`src/rtl/dock_defines.svh`:
```
// constants for the docking capture and interlock logic
`ifndef DOCK_DEFINES_SVH
`define DOCK_DEFINES_SVH
`define CLK_HZ 10_000_000
`define DAMPER_DELAY_S 5
`define DAMPER_DELAY_CYC (`DAMPER_DELAY_S * `CLK_HZ)
`define DEBOUNCE_CYC 16
`define SR_CAPTURE 0
`define SR_DAMPER 1
`define SR_CAPLOST 2
`define SR_POWER 3
`define IRQ_BITS 4
`define ADR_STATUS 4'h0
`define ADR_IRQ_STAT 4'h1
`define ADR_IRQ_MASK 4'h2
`define ADR_CONTROL 4'h3
`define CTRL_FIX_INHIBIT 0
`define BUS_RESET 32'h0000_0000
`endif

```
`src/rtl/dock_pkg.sv`:
```
// types for the docking capture and interlock logic
package dock_pkg;
  typedef enum logic [3:0] {
    PWR_OFF = 4'b0001,
    PWR_LOGIC = 4'b0010,
    PWR_DRIVE = 4'b0100,
    PWR_ON = 4'b1000
  } pwr_state_t;

  typedef struct packed {
    logic ring_out;
    logic ring_in;
    logic ring_stop;
    logic undock;
    logic hooks_open;
    logic hooks_close;
    logic latches_open;
    logic fixers_off;
    logic inhibit_release;
    logic power_on;
    logic power_off;
  } buttons_t;

  typedef struct packed {
    logic [5:0] short_c;
    logic [5:0] long_c;
    logic [2:0] logic_bus;
    logic ring_retract_auto;
  } sensors_t;

  typedef struct packed {
    logic ring_out;
    logic ring_in;
    logic ring_stop;
    logic undock;
    logic hooks_open;
    logic hooks_close;
    logic latches_open;
  } commands_t;
endpackage

```
`src/rtl/docking_sequence_controller.sv`:
```
// capture detection, manual interlock, fixer/damper and power sequencing
//
// The register offsets and the Wishbone slave port were chosen for this implementation.
`timescale 1ns/10ps
`default_nettype none
`include "dock_defines.svh"
module docking_sequence_controller
  import dock_pkg::*;
#(
  parameter int DAMPER_CYC = `DAMPER_DELAY_CYC,
  parameter int DEB_CYC = `DEBOUNCE_CYC
) (
  input wire logic CLK_SYS,
  input wire logic RST,
  input wire buttons_t BUTTONS,
  input wire sensors_t SENSORS,
  output commands_t RING_HOOK_LATCH_CMD,
  output logic LOGIC_POWER_EN,
  output logic DRIVE_POWER_EN,
  output logic CAPTURE_BUS_EN,
  output logic MANUAL_BUS_EN,
  output logic FIXERS_ON,
  output logic DAMPERS_ON,
  output logic LAMP_CAPTURE,
  output logic LAMP_POWER,
  output logic LAMP_MANUAL,
  output logic LAMP_DAMPERS,
  output logic LAMP_FIXERS,
  input wire logic [31:0] WB_ADR_I,
  input wire logic [31:0] WB_DAT_I,
  output logic [31:0] WB_DAT_O,
  input wire logic WB_WE_I,
  input wire logic [3:0] WB_SEL_I,
  input wire logic WB_CYC_I,
  input wire logic WB_STB_I,
  output logic WB_ACK_O,
  output logic IRQ
);
  localparam int NB = $bits(buttons_t);
  localparam int NS = $bits(sensors_t);

  ////////////////////////////////////////////////////////////////////////////
  // input conditioning

  buttons_t btn;
  sensors_t sen;
  logic [NB+NS-1:0] filt_out;

  input_filter #(
    .WIDTH(NB + NS),
    .COUNT(DEB_CYC)
  ) u_filter (
    .clk(CLK_SYS),
    .rst(RST),
    .raw({BUTTONS, SENSORS}),
    .clean(filt_out)
  );

  assign btn = buttons_t'(filt_out[NB+NS-1:NS]);
  assign sen = sensors_t'(filt_out[NS-1:0]);

  ////////////////////////////////////////////////////////////////////////////
  // state

  typedef struct packed {
    pwr_state_t pwr;
    logic captured;
    logic manual_bus;
    logic dampers;
    logic [31:0] damp_cnt;
    logic fix_suppress;
    logic ring_manual;
    logic power_on_q;
    logic [`IRQ_BITS-1:0] irq_stat;
    logic [`IRQ_BITS-1:0] irq_mask;
    logic [31:0] control;
    logic ack;
    logic [31:0] rdata;
    commands_t cmd;
  } ctl_state_t;

  ctl_state_t st;
  ctl_state_t next_st;

  logic group_a;
  logic group_b;
  logic long_any;
  logic bus_lost;
  logic capture_cond;
  logic powered;
  logic fixer_request;
  logic bus_req;
  logic [`IRQ_BITS-1:0] events;
  logic [3:0] word;

  always_comb begin
    // group a takes contacts 0..2, group b 3..5, one per sensor each
    group_a = &sen.short_c[2:0];
    group_b = &sen.short_c[5:3];
    long_any = |sen.long_c;
    capture_cond = (group_a | group_b) & long_any;
    // two or more of three logic buses missing
    bus_lost = (~sen.logic_bus[0] & ~sen.logic_bus[1]) |
               (~sen.logic_bus[0] & ~sen.logic_bus[2]) |
               (~sen.logic_bus[1] & ~sen.logic_bus[2]);
    powered = (st.pwr == PWR_ON);
    bus_req = WB_CYC_I & WB_STB_I;
    word = WB_ADR_I[5:2];
  end

  always_comb begin
    next_st = st;
    events = '0;
    fixer_request = 1'b0;
    next_st.power_on_q = btn.power_on;

    // power-up chain: logic latch, then drive latch, then on
    case (st.pwr)
      PWR_OFF: begin
        if (btn.power_on & ~st.power_on_q) begin
          next_st.pwr = PWR_LOGIC;
        end
      end
      PWR_LOGIC: begin
        next_st.pwr = PWR_DRIVE;
      end
      PWR_DRIVE: begin
        next_st.pwr = PWR_ON;
        events[`SR_POWER] = 1'b1;
      end
      PWR_ON: begin
        next_st.pwr = PWR_ON;
      end
      default: begin
        next_st.pwr = PWR_OFF;
      end
    endcase
    if (btn.power_off) begin
      next_st.pwr = PWR_OFF;
      next_st.manual_bus = 1'b0;
    end

    // held capture loop; only three causes may break it
    if (btn.power_off | bus_lost) begin
      if (st.captured) begin
        events[`SR_CAPLOST] = 1'b1;
      end
      next_st.captured = 1'b0;
    end else if (st.captured & ~long_any) begin
      next_st.captured = 1'b0;
      events[`SR_CAPLOST] = 1'b1;
    end else if (~st.captured & capture_cond & powered) begin
      next_st.captured = 1'b1;
      events[`SR_CAPTURE] = 1'b1;
    end

    if (powered & btn.inhibit_release) begin
      next_st.manual_bus = 1'b1;
    end

    // dampers: count from the moment the loop closes
    if (~st.captured) begin
      next_st.damp_cnt = '0;
      next_st.dampers = 1'b0;
    end else if (btn.power_on & st.dampers) begin
      next_st.dampers = 1'b0;
    end else if (st.damp_cnt == 32'(DAMPER_CYC - 1)) begin
      if (st.damp_cnt != 32'hFFFF_FFFF) begin
        next_st.dampers = 1'b1;
        events[`SR_DAMPER] = 1'b1;
        next_st.damp_cnt = 32'hFFFF_FFFF;
      end
    end else if (st.damp_cnt != 32'hFFFF_FFFF) begin
      next_st.damp_cnt = st.damp_cnt + 32'h0000_0001;
    end

    // commands go out registered, one cycle late, while powered; ring_out, undock, hooks_open, latches_open also need manual_bus
    next_st.cmd = '0;
    if (powered) begin
      next_st.cmd.ring_out = btn.ring_out & st.manual_bus;
      next_st.cmd.undock = btn.undock & st.manual_bus;
      next_st.cmd.hooks_open = btn.hooks_open & st.manual_bus;
      next_st.cmd.latches_open = btn.latches_open & st.manual_bus;
      next_st.cmd.ring_in = btn.ring_in;
      next_st.cmd.ring_stop = btn.ring_stop;
      next_st.cmd.hooks_close = btn.hooks_close;
    end

    // manual ring drive stays latched until stop or loss of power, since drive relays latch
    if (~powered | btn.ring_stop) begin
      next_st.ring_manual = 1'b0;
    end else if (next_st.cmd.ring_out | next_st.cmd.ring_in) begin
      next_st.ring_manual = 1'b1;
    end

    fixer_request = sen.ring_retract_auto | st.ring_manual;
    if (btn.fixers_off | st.control[`CTRL_FIX_INHIBIT]) begin
      next_st.fix_suppress = 1'b1;
    end else if (~fixer_request) begin
      next_st.fix_suppress = 1'b0;
    end

    // wishbone slave: one registered ack the cycle after the strobe, then drop
    next_st.ack = bus_req & ~st.ack;
    if (bus_req & ~st.ack) begin
      if (word == `ADR_STATUS) begin
        next_st.rdata = {24'h00_0000, st.pwr, st.fix_suppress,
                         st.dampers, st.manual_bus, st.captured};
      end else if (word == `ADR_IRQ_STAT) begin
        next_st.rdata = 32'(st.irq_stat);
      end else if (word == `ADR_IRQ_MASK) begin
        next_st.rdata = 32'(st.irq_mask);
      end else if (word == `ADR_CONTROL) begin
        next_st.rdata = st.control;
      end else begin
        next_st.rdata = `BUS_RESET;
      end
    end

    // sticky status: a set in the clearing cycle wins
    next_st.irq_stat = st.irq_stat | events;
    // writes land on the edge at which the master samples ack high
    if (bus_req & st.ack & WB_WE_I & WB_SEL_I[0]) begin
      if (word == `ADR_IRQ_STAT) begin
        next_st.irq_stat = (st.irq_stat & ~WB_DAT_I[`IRQ_BITS-1:0]) | events;
      end else if (word == `ADR_IRQ_MASK) begin
        next_st.irq_mask = WB_DAT_I[`IRQ_BITS-1:0];
      end else if (word == `ADR_CONTROL) begin
        next_st.control = {31'h0000_0000, WB_DAT_I[`CTRL_FIX_INHIBIT]};
      end
    end
  end

  always_ff @(posedge CLK_SYS) begin
    if (RST) begin
      st <= '0;
      st.pwr <= PWR_OFF;
    end else begin
      st <= next_st;
    end
  end

  ////////////////////////////////////////////////////////////////////////////
  // outputs

  assign RING_HOOK_LATCH_CMD = st.cmd;
  assign LOGIC_POWER_EN = (st.pwr != PWR_OFF);
  assign DRIVE_POWER_EN = (st.pwr == PWR_DRIVE) | powered;
  assign CAPTURE_BUS_EN = st.captured;
  assign MANUAL_BUS_EN = st.manual_bus;
  assign FIXERS_ON = powered & (sen.ring_retract_auto | st.ring_manual) &
                     ~st.fix_suppress;
  assign DAMPERS_ON = st.dampers;
  assign LAMP_CAPTURE = st.captured;
  assign LAMP_POWER = powered;
  assign LAMP_MANUAL = st.manual_bus;
  assign LAMP_DAMPERS = st.dampers;
  assign LAMP_FIXERS = FIXERS_ON;
  assign WB_DAT_O = st.rdata;
  assign WB_ACK_O = st.ack;
  assign IRQ = |(st.irq_stat & st.irq_mask);
endmodule
`default_nettype wire

```
`src/rtl/input_filter.sv`:
```
// synchroniser and debounce filter, one per input bit
`timescale 1ns/10ps
`default_nettype none
`include "dock_defines.svh"
module input_filter #(
  parameter int WIDTH = 8,
  parameter int COUNT = `DEBOUNCE_CYC
) (
  input wire logic clk,
  input wire logic rst,
  input wire logic [WIDTH-1:0] raw,
  output logic [WIDTH-1:0] clean
);
  typedef struct packed {
    logic [WIDTH-1:0] s1;
    logic [WIDTH-1:0] s2;
    logic [WIDTH-1:0] out;
    logic [WIDTH-1:0][7:0] cnt;
  } flt_state_t;

  flt_state_t st;
  flt_state_t next_st;

  always_comb begin
    next_st = st;
    next_st.s1 = raw;
    next_st.s2 = st.s1;
    for (int i = 0; i < WIDTH; i++) begin
      // a new level must hold for COUNT cycles before it is passed on
      if (st.s2[i] == st.out[i]) begin
        next_st.cnt[i] = 8'h00;
      end else if (st.cnt[i] == 8'(COUNT - 1)) begin
        next_st.out[i] = st.s2[i];
        next_st.cnt[i] = 8'h00;
      end else begin
        next_st.cnt[i] = st.cnt[i] + 8'h01;
      end
    end
  end

  always_ff @(posedge clk) begin
    if (rst) begin
      st <= '0;
    end else begin
      st <= next_st;
    end
  end

  assign clean = st.out;
endmodule
`default_nettype wire

```
`config.mk`:
```
export PLATFORM = sky130hd
export DESIGN_NAME = docking_sequence_controller
export DESIGN_NICKNAME = d
export VERILOG_FILES = /design/src/rtl/dock_pkg.sv /design/src/rtl/docking_sequence_controller.sv /design/src/rtl/input_filter.sv
export VERILOG_INCLUDE_DIRS = /design/src /design/src/rtl
export SDC_FILE = /design/constraint.sdc
export NUM_CORES = 1
export LEC_CHECK = 0
export BUFFER_PORTS_ARGS = -buffer_cell sky130_fd_sc_hd__buf_4
export CAP_MARGIN = 20
export CORE_MARGIN = 8
export CORE_UTILIZATION = 30
export CTS_CLUSTER_DIAMETER = 40
export DETAILED_ROUTE_END_ITERATION = 6
export PLACE_DENSITY = 0.47
export RECOVER_POWER = 25
export SYNTH_ARGS = -nofsm -noshare
export SYNTH_HDL_FRONTEND = slang
export SYNTH_SLANG_ARGS = --single-unit
```
`constraint.sdc`:
```
create_clock -name CLK_SYS -period 3.5 [get_ports CLK_SYS]
set_clock_uncertainty 0.1 [all_clocks]
set_input_delay 0.175 -clock CLK_SYS [delete_from_list [all_inputs] [get_ports CLK_SYS]]
set_output_delay 0.175 -clock CLK_SYS [all_outputs]
set_load 0.02 [all_outputs]
```
==> qor.csv, run 1 <==
metric,value,unit
status,finished with violations,
failing checks,"capacitance limit, slew limit",
largest net degree at the start of global routing,53,
number of buffers created by CTS,60,
asr flop ratio synth,0,%
Max Fanout on Critical Path,9,
# fillers,4901,
core area,48500,um^2
Clock Sinks,364,
Ports,152,
"most common cell after layout, fill and taps aside",dfxtp_1,
IO buf count,68,
drt drc,0,
RSZ-0062 raised after global routing,false,
fmax,0.343,GHz
Worst VDD drop,0.407,mV
"Arr. time, crit path",3.29,ns
Detailed Routing Iterations Pass 1,5,
Initial Util,30.1,%
fin crit period,2.92,ns
Clk pwr share,58.6,%
Synth top area share,49.8,%
Die Y,237,um
Resize count post-CTS,0,
Rel. slew slack,-28.0,%
Worst Path Required,3.88,ns
number of setup violations in the final report,0,
WL per Instance,12.1,um
Syn-to-layout area delta,24.3,%
final WL,28700,um
Static Leakage,6.70,nW
"Cell Area, Synth",14600,um^2
Routed Antenna Nets,0,
H-tree levels,2,
vias in the first global route,10300,
Yosys reg bits,364,
Power Density,590,nW/um^2
sw power,0.00232,W
n_diodes,0,
routability cong.,0.758,
Gate power share,2.1,%
Power Total,0.0107,W
Iter 0 DRT Violations,399,
Sw Ratio,21.7,%
syn_area_per_cell,9.19,um^2
Max-cap violations,1,
Die W,237,um
DP Wirelength,19200,um
Post-Syn Instances,1591,
power share of the sequential group,39.3,%
internal power,0.00840,W
CTS tree,built,
Worst-path clk slew,0.06,ns
first-pass GRT wire length,49100,um
Max Slew Vio Count,42,
hold crit path type,in -> reg,
# nets final,1831,
setup_tns,0,ns
Placed Cells,2213,
total die area,56100,um^2
routed vias,10500,
vias per cell,4.43,
Post-synth EDFFs,0,
Synth area leader,dfxtp_1,
Worst Setup Start Kind,register,
CTS Buffer Depth,3,
fin util,37.4,%
Skew-Pair Late Insertion Delay,0.60,ns
share of layout cells above drive strength 1,10.5,%
register area share after synthesis,49.8,%
Fin. Hold Viols,0,
num rows,81,
initial antenna violation count,1,
fin cells,2376,
clock root buffer,clkbuf_16,
most frequent cells in the layout,"364 x dfxtp_1, 337 x nor2_1, 101 x xnor2_1",
Tot GR Track Use,10.2,%
Slew @ Worst Pin,1.92,ns
Overflow after GRT,0,
Post-CTS Setup Repair Bufs,0,
Post-synth top flop,dfxtp_1,
WS Path Type,reg -> reg,
Synth area leaders,"dfxtp_1 50%, nor2_1 8.7%, xnor2_1 6.0%, xor2_1 5.8%, nand3_1 3.2%",
Yosys cell types,47,
Synthesis Warnings,0,
final cycle utilization of the critical path,83.3,%
Worst Setup End Kind,register,
-- metrics by stage --
stage	setup WS, ns	instance area, um^2	hold WS [ns]
3_3_place_gp	0.645	15500	0.294
6_report	0.583	18200	0.175
3_5_place_dp	0.620	15500	0.292
2_1_floorplan	1.07	14700	0.203
4_1_cts	0.613	18200	0.116
5_1_grt	0.276	18200	0.204
-- cells in the mapped netlist (all sizes together) (4+ instances only) --
cell / instances
a211oi: 4
a21oi: 25
a22oi: 11
a311oi: 5
a31oi: 5
and2: 4
and3: 35
and4: 10
buf: 49
clkbuf: 49
dfxtp: 364
ha: 28
inv: 33
mux2i: 36
nand2: 62
nand3: 93
nand3b: 4
nand4: 26
nor2: 337
nor2b: 68
nor3: 16
nor4: 8
nor4b: 5
o21a: 6
o21ai: 18
or2: 10
or3: 32
or4: 31
xnor2: 101
xor2: 97
-- final cells by class --
| cell class | count | area (um^2) | share of cell area (%) |
|---|---|---|---|
| inverter | 33 | 124 | 0.681 |
| clock inverter | 42 | 603 | 3.32 |
| timing repair buffer | 125 | 1000 | 5.50 |
| clock buffer | 71 | 1620 | 8.93 |
| sequential | 364 | 7290 | 40.1 |
| multi-input combinational | 1119 | 6760 | 37.2 |
| tap | 622 | 778 | 4.28 |
-- worst max-delay path: stages (launching register included) --
cell and delay [ns]:
dfxtp_1 0.40, ha_1 0.31, nand4_1 0.28, or4_1 0.71, o211ai_1 0.64, nor3_1 0.14, xnor2_1 0.18, nor2_1 0.06
-- final timing paths --
| kind | to | from | depth (start not counted) | slack (ns) |
|---|---|---|---|---|
| min | st[74]$_SDFFE_PP0P_ | WB_SEL_I[0] | 7 | 0.18 |
| max reg2reg | st[108]$_SDFFE_PP0P_ | st[83]$_SDFFE_PP0P_ | 7 | 0.58 |
| min reg2reg | u_filter.st[48]$_SDFF_PP0_ | u_filter.st[48]$_SDFF_PP0_ | 1 | 0.33 |
| max | st[108]$_SDFFE_PP0P_ | st[83]$_SDFFE_PP0P_ | 7 | 0.58 |
-- logic make-up after synthesis --
| family | after synthesis | share of synthesized area [%] |
|---|---|---|
| AOI/OAI and AO/OA | 82 | 3.58 |
| other | 1 | 0.0256 |
| buffers and inverters | 131 | 4.51 |
| muxes | 37 | 2.62 |
| and+or+nand+nor | 750 | 25.2 |
| xor gates and xnor gates | 198 | 11.9 |
| DFF | 364 | 49.8 |
| adders and majority gates | 28 | 2.40 |
-- state kept, by name, indices dropped and copies added (netlist names) --
| register | flops |
|---|---|
| DAMPERS_ON | 1 |
| CAPTURE_BUS_EN | 1 |
| u_filter.clean | 27 |
| st | 48 |
| LAMP_MANUAL | 1 |
| WB_ACK_O | 1 |
| u_filter.next_st | 27 |
| WB_DAT_O | 8 |
| RING_HOOK_LATCH_CMD | 7 |
| u_filter.st | 243 |
-- layer usage --
| metal | track usage (%) | vias to the layer above | routed length [um] |
|---|---|---|---|
| met1 | 13.1 | 4813 | 13900 |
| li1 | - | 5488 | - |
| met4 | 4.06 | 2 | 686 |
| met3 | 2.94 | 55 | 1540 |
| met5 | 0 | - | 14 |
| met2 | 16.1 | 175 | 12500 |
-- power by group through the flow --
stage | clock (W) | combinational (W) | sequential (W)
2_1_floorplan | 0 | 0.000144 | 0.00430
3_3_place_gp | 0 | 0.000186 | 0.00430
3_5_place_dp | 0 | 0.000189 | 0.00430
4_1_cts | 0.00649 | 0.000232 | 0.00421
5_1_grt | 0.00669 | 0.000251 | 0.00422
6_report | 0.00629 | 0.000228 | 0.00422
-- timing repair --
action | 4_1_cts | 5_1_grt
hold buffers | 50 | 0
hold endpoints to repair | 63 | 0
endpoints found under the setup margin | 0 | 0
Note: power is estimated with default switching activity, not from simulation.
==> run 2, diff against run 1 <==
==> constraint.sdc (replaced) <==
create_clock -name CLK_SYS -period 2.8 [get_ports CLK_SYS]
set_clock_uncertainty 0.1 [all_clocks]
set_input_delay 0.14 -clock CLK_SYS [delete_from_list [all_inputs] [get_ports CLK_SYS]]
set_output_delay 0.14 -clock CLK_SYS [all_outputs]
set_load 0.02 [all_outputs]
==> qor.csv, run 2 (same netlist as run 1, synthesis figures left out) <==
metric,value,unit
vias in the first global route,10300,
setup_tns,0,ns
final cycle utilization of the critical path,87.8,%
Ports,152,
cts hold-fix bufs,47,
Rel. slew slack,17.0,%
Placed Area,15600,um^2
worst path bufs/invs,1,
share of layout cells above drive strength 1,10.0,%
crit-path cells,"ha_1, nand4_1, or4_1, o21a_1, buf_4, a31oi_1, a211oi_1",
Sequential Area,7290,um^2
Routed Antenna Nets,0,
Gate power share,2.3,%
Multi-input gate area,6760,um^2
Post-CTS Setup Repair Bufs,0,
number of buffers created by CTS,55,
WL per Instance,12.1,um
crit path from,st[83]$_SDFFE_PP0P_,
worst r2r path cells,7,
n_diodes,0,
vias per cell,4.46,
routability cong.,0.763,
Sw Ratio,21.4,%
"most common cell after layout, fill and taps aside",dfxtp_1,
initial antenna violation count,1,
final WL,28700,um
sw power,0.00265,W
H-tree levels,2,
Detailed Routing Iterations Pass 1,4,
Top reg by flops,u_filter.st,
total die area,56100,um^2
Tot GR Track Use,10.2,%
Resize count post-CTS,0,
Placed Cells,2225,
fin cells,2374,
internal power,0.00972,W
Worst Path Required,3.11,ns
number of setup violations in the final report,0,
Largest register FFs,243,
CP Depth,7,
R2R Setup Slk,0.34,ns
first-pass GRT wire length,48800,um
Max Used Layer,met5,
R2R Path Start,st[83]$_SDFFE_PP0P_,
# fillers,4926,
IO buf count,68,
power share of the sequential group,42.6,%
biggest regs,"u_filter.st: 243 flops, st: 48 flops",
final instance area,17900,um^2
DP Wirelength,19400,um
Fin. Hold Viols,0,
Slew @ Worst Pin,1.24,ns
fmax,0.407,GHz
most frequent cells in the layout,"364 x dfxtp_1, 337 x nor2_1, 101 x xnor2_1",
Die Y,237,um
slowest cell on the critical path,or4_1,
Syn-to-layout area delta,22.2,%
met2 WL,12500,um
routed vias,10600,
num rows,81,
routed wl met3,1360,um
WL met1,14100,um
Skew-Pair Late Insertion Delay,0.57,ns
largest net degree at the start of global routing,61,
Worst Setup End Kind,register,
clock root buffer,clkbuf_16,
fin crit period,2.46,ns
Hold Startpoint,WB_WE_I,
Worst Setup Start Kind,register,
Static Leakage,6.56,nW
core area,48500,um^2
WS Path Type,reg -> reg,
CTS Buffer Depth,3,
Worst-path clk slew,0.06,ns
Clk pwr share,55.1,%
CTS tree,built,
end point of the critical path,st[89]$_SDFFE_PP0P_,
"Arr. time, crit path",2.77,ns
Worst VDD drop,0.360,mV
Initial Util,30.1,%
# nets final,1835,
status,"complete, no violations",
hold crit path type,in -> reg,
Overflow after GRT,0,
Iter 0 DRT Violations,446,
Max Fanout on Critical Path,9,
largest stage delay on the critical path,0.59,ns
Top delay family on crit path,simple AND/OR/NAND/NOR gates,
Max Slew Vio Count,0,
Die W,237,um
Power Density,692,nW/um^2
Max-cap violations,0,
drt drc,0,
Clock Sinks,364,
Reg-to-Reg End,st[89]$_SDFFE_PP0P_,
RSZ-0062 raised after global routing,false,
==> run 2: layer usage <==
| metal | vias to the layer above | track usage [%] |
|---|---|---|
| met4 | 2 | 4.12 |
| met2 | 143 | 15.9 |
| met1 | 4902 | 13.1 |
| met3 | 56 | 2.78 |
| li1 | 5494 | - |
| met5 | - | 0 |
==> run 2: layout make-up <==
type                    instances  share of cell area (%)
clock buffers                  71                    8.37
clock inverters                31                    2.07
inverters                      33                   0.693
multi-input cells            1119                    37.8
flip-flops and latches        364                    40.8
well taps                     622                    4.36
repair buffers                134                    5.87
==> run 2: per-stage QoR <==
stage	hold slack [ns]	setup WS [ns]	util (%)	power, W
after floorplan	0.168	0.374	-	0.00555
after global placement	0.254	0.418	32.2	0.00562
after detailed placement	0.254	0.392	32.2	0.00562
after CTS	0.155	0.353	37.0	0.0126
after global routing	0.195	0.239	36.8	0.0129
final	0.206	0.342	36.8	0.0124
==> run 2: worst min-delay path by stage <==
stage	end	slack, ns	depth (start not counted)
2_1_floorplan	u_filter.next_st[243]$_SDFF_PP0_	0.17	1
3_3_place_gp	u_filter.next_st[254]$_SDFF_PP0_	0.25	2
3_5_place_dp	u_filter.next_st[254]$_SDFF_PP0_	0.25	2
4_1_cts	st[76]$_SDFF_PP0_	0.16	7
5_1_grt	u_filter.next_st[260]$_SDFF_PP0_	0.20	3
6_report	st[76]$_SDFF_PP0_	0.21	7
==> run 2: tightest hold or removal path, cell delays in order <==
cell and delay (ns):
buf_4 0.11, nand3_1 0.07, nor2_1 0.07, and4b_1 0.25, nand2_1 0.09, nand3b_1 0.07
nand2_1 0.05
==> run 2: power by group through the flow <==
stage                     Sequential (W)  Clock (W)  Combinational [W]
after floorplan                  0.00537          0           0.000180
after global placement           0.00538          0           0.000240
after detailed placement         0.00538          0           0.000241
after CTS                        0.00527    0.00707           0.000291
after global routing             0.00527    0.00732           0.000313
final                            0.00527    0.00682           0.000280
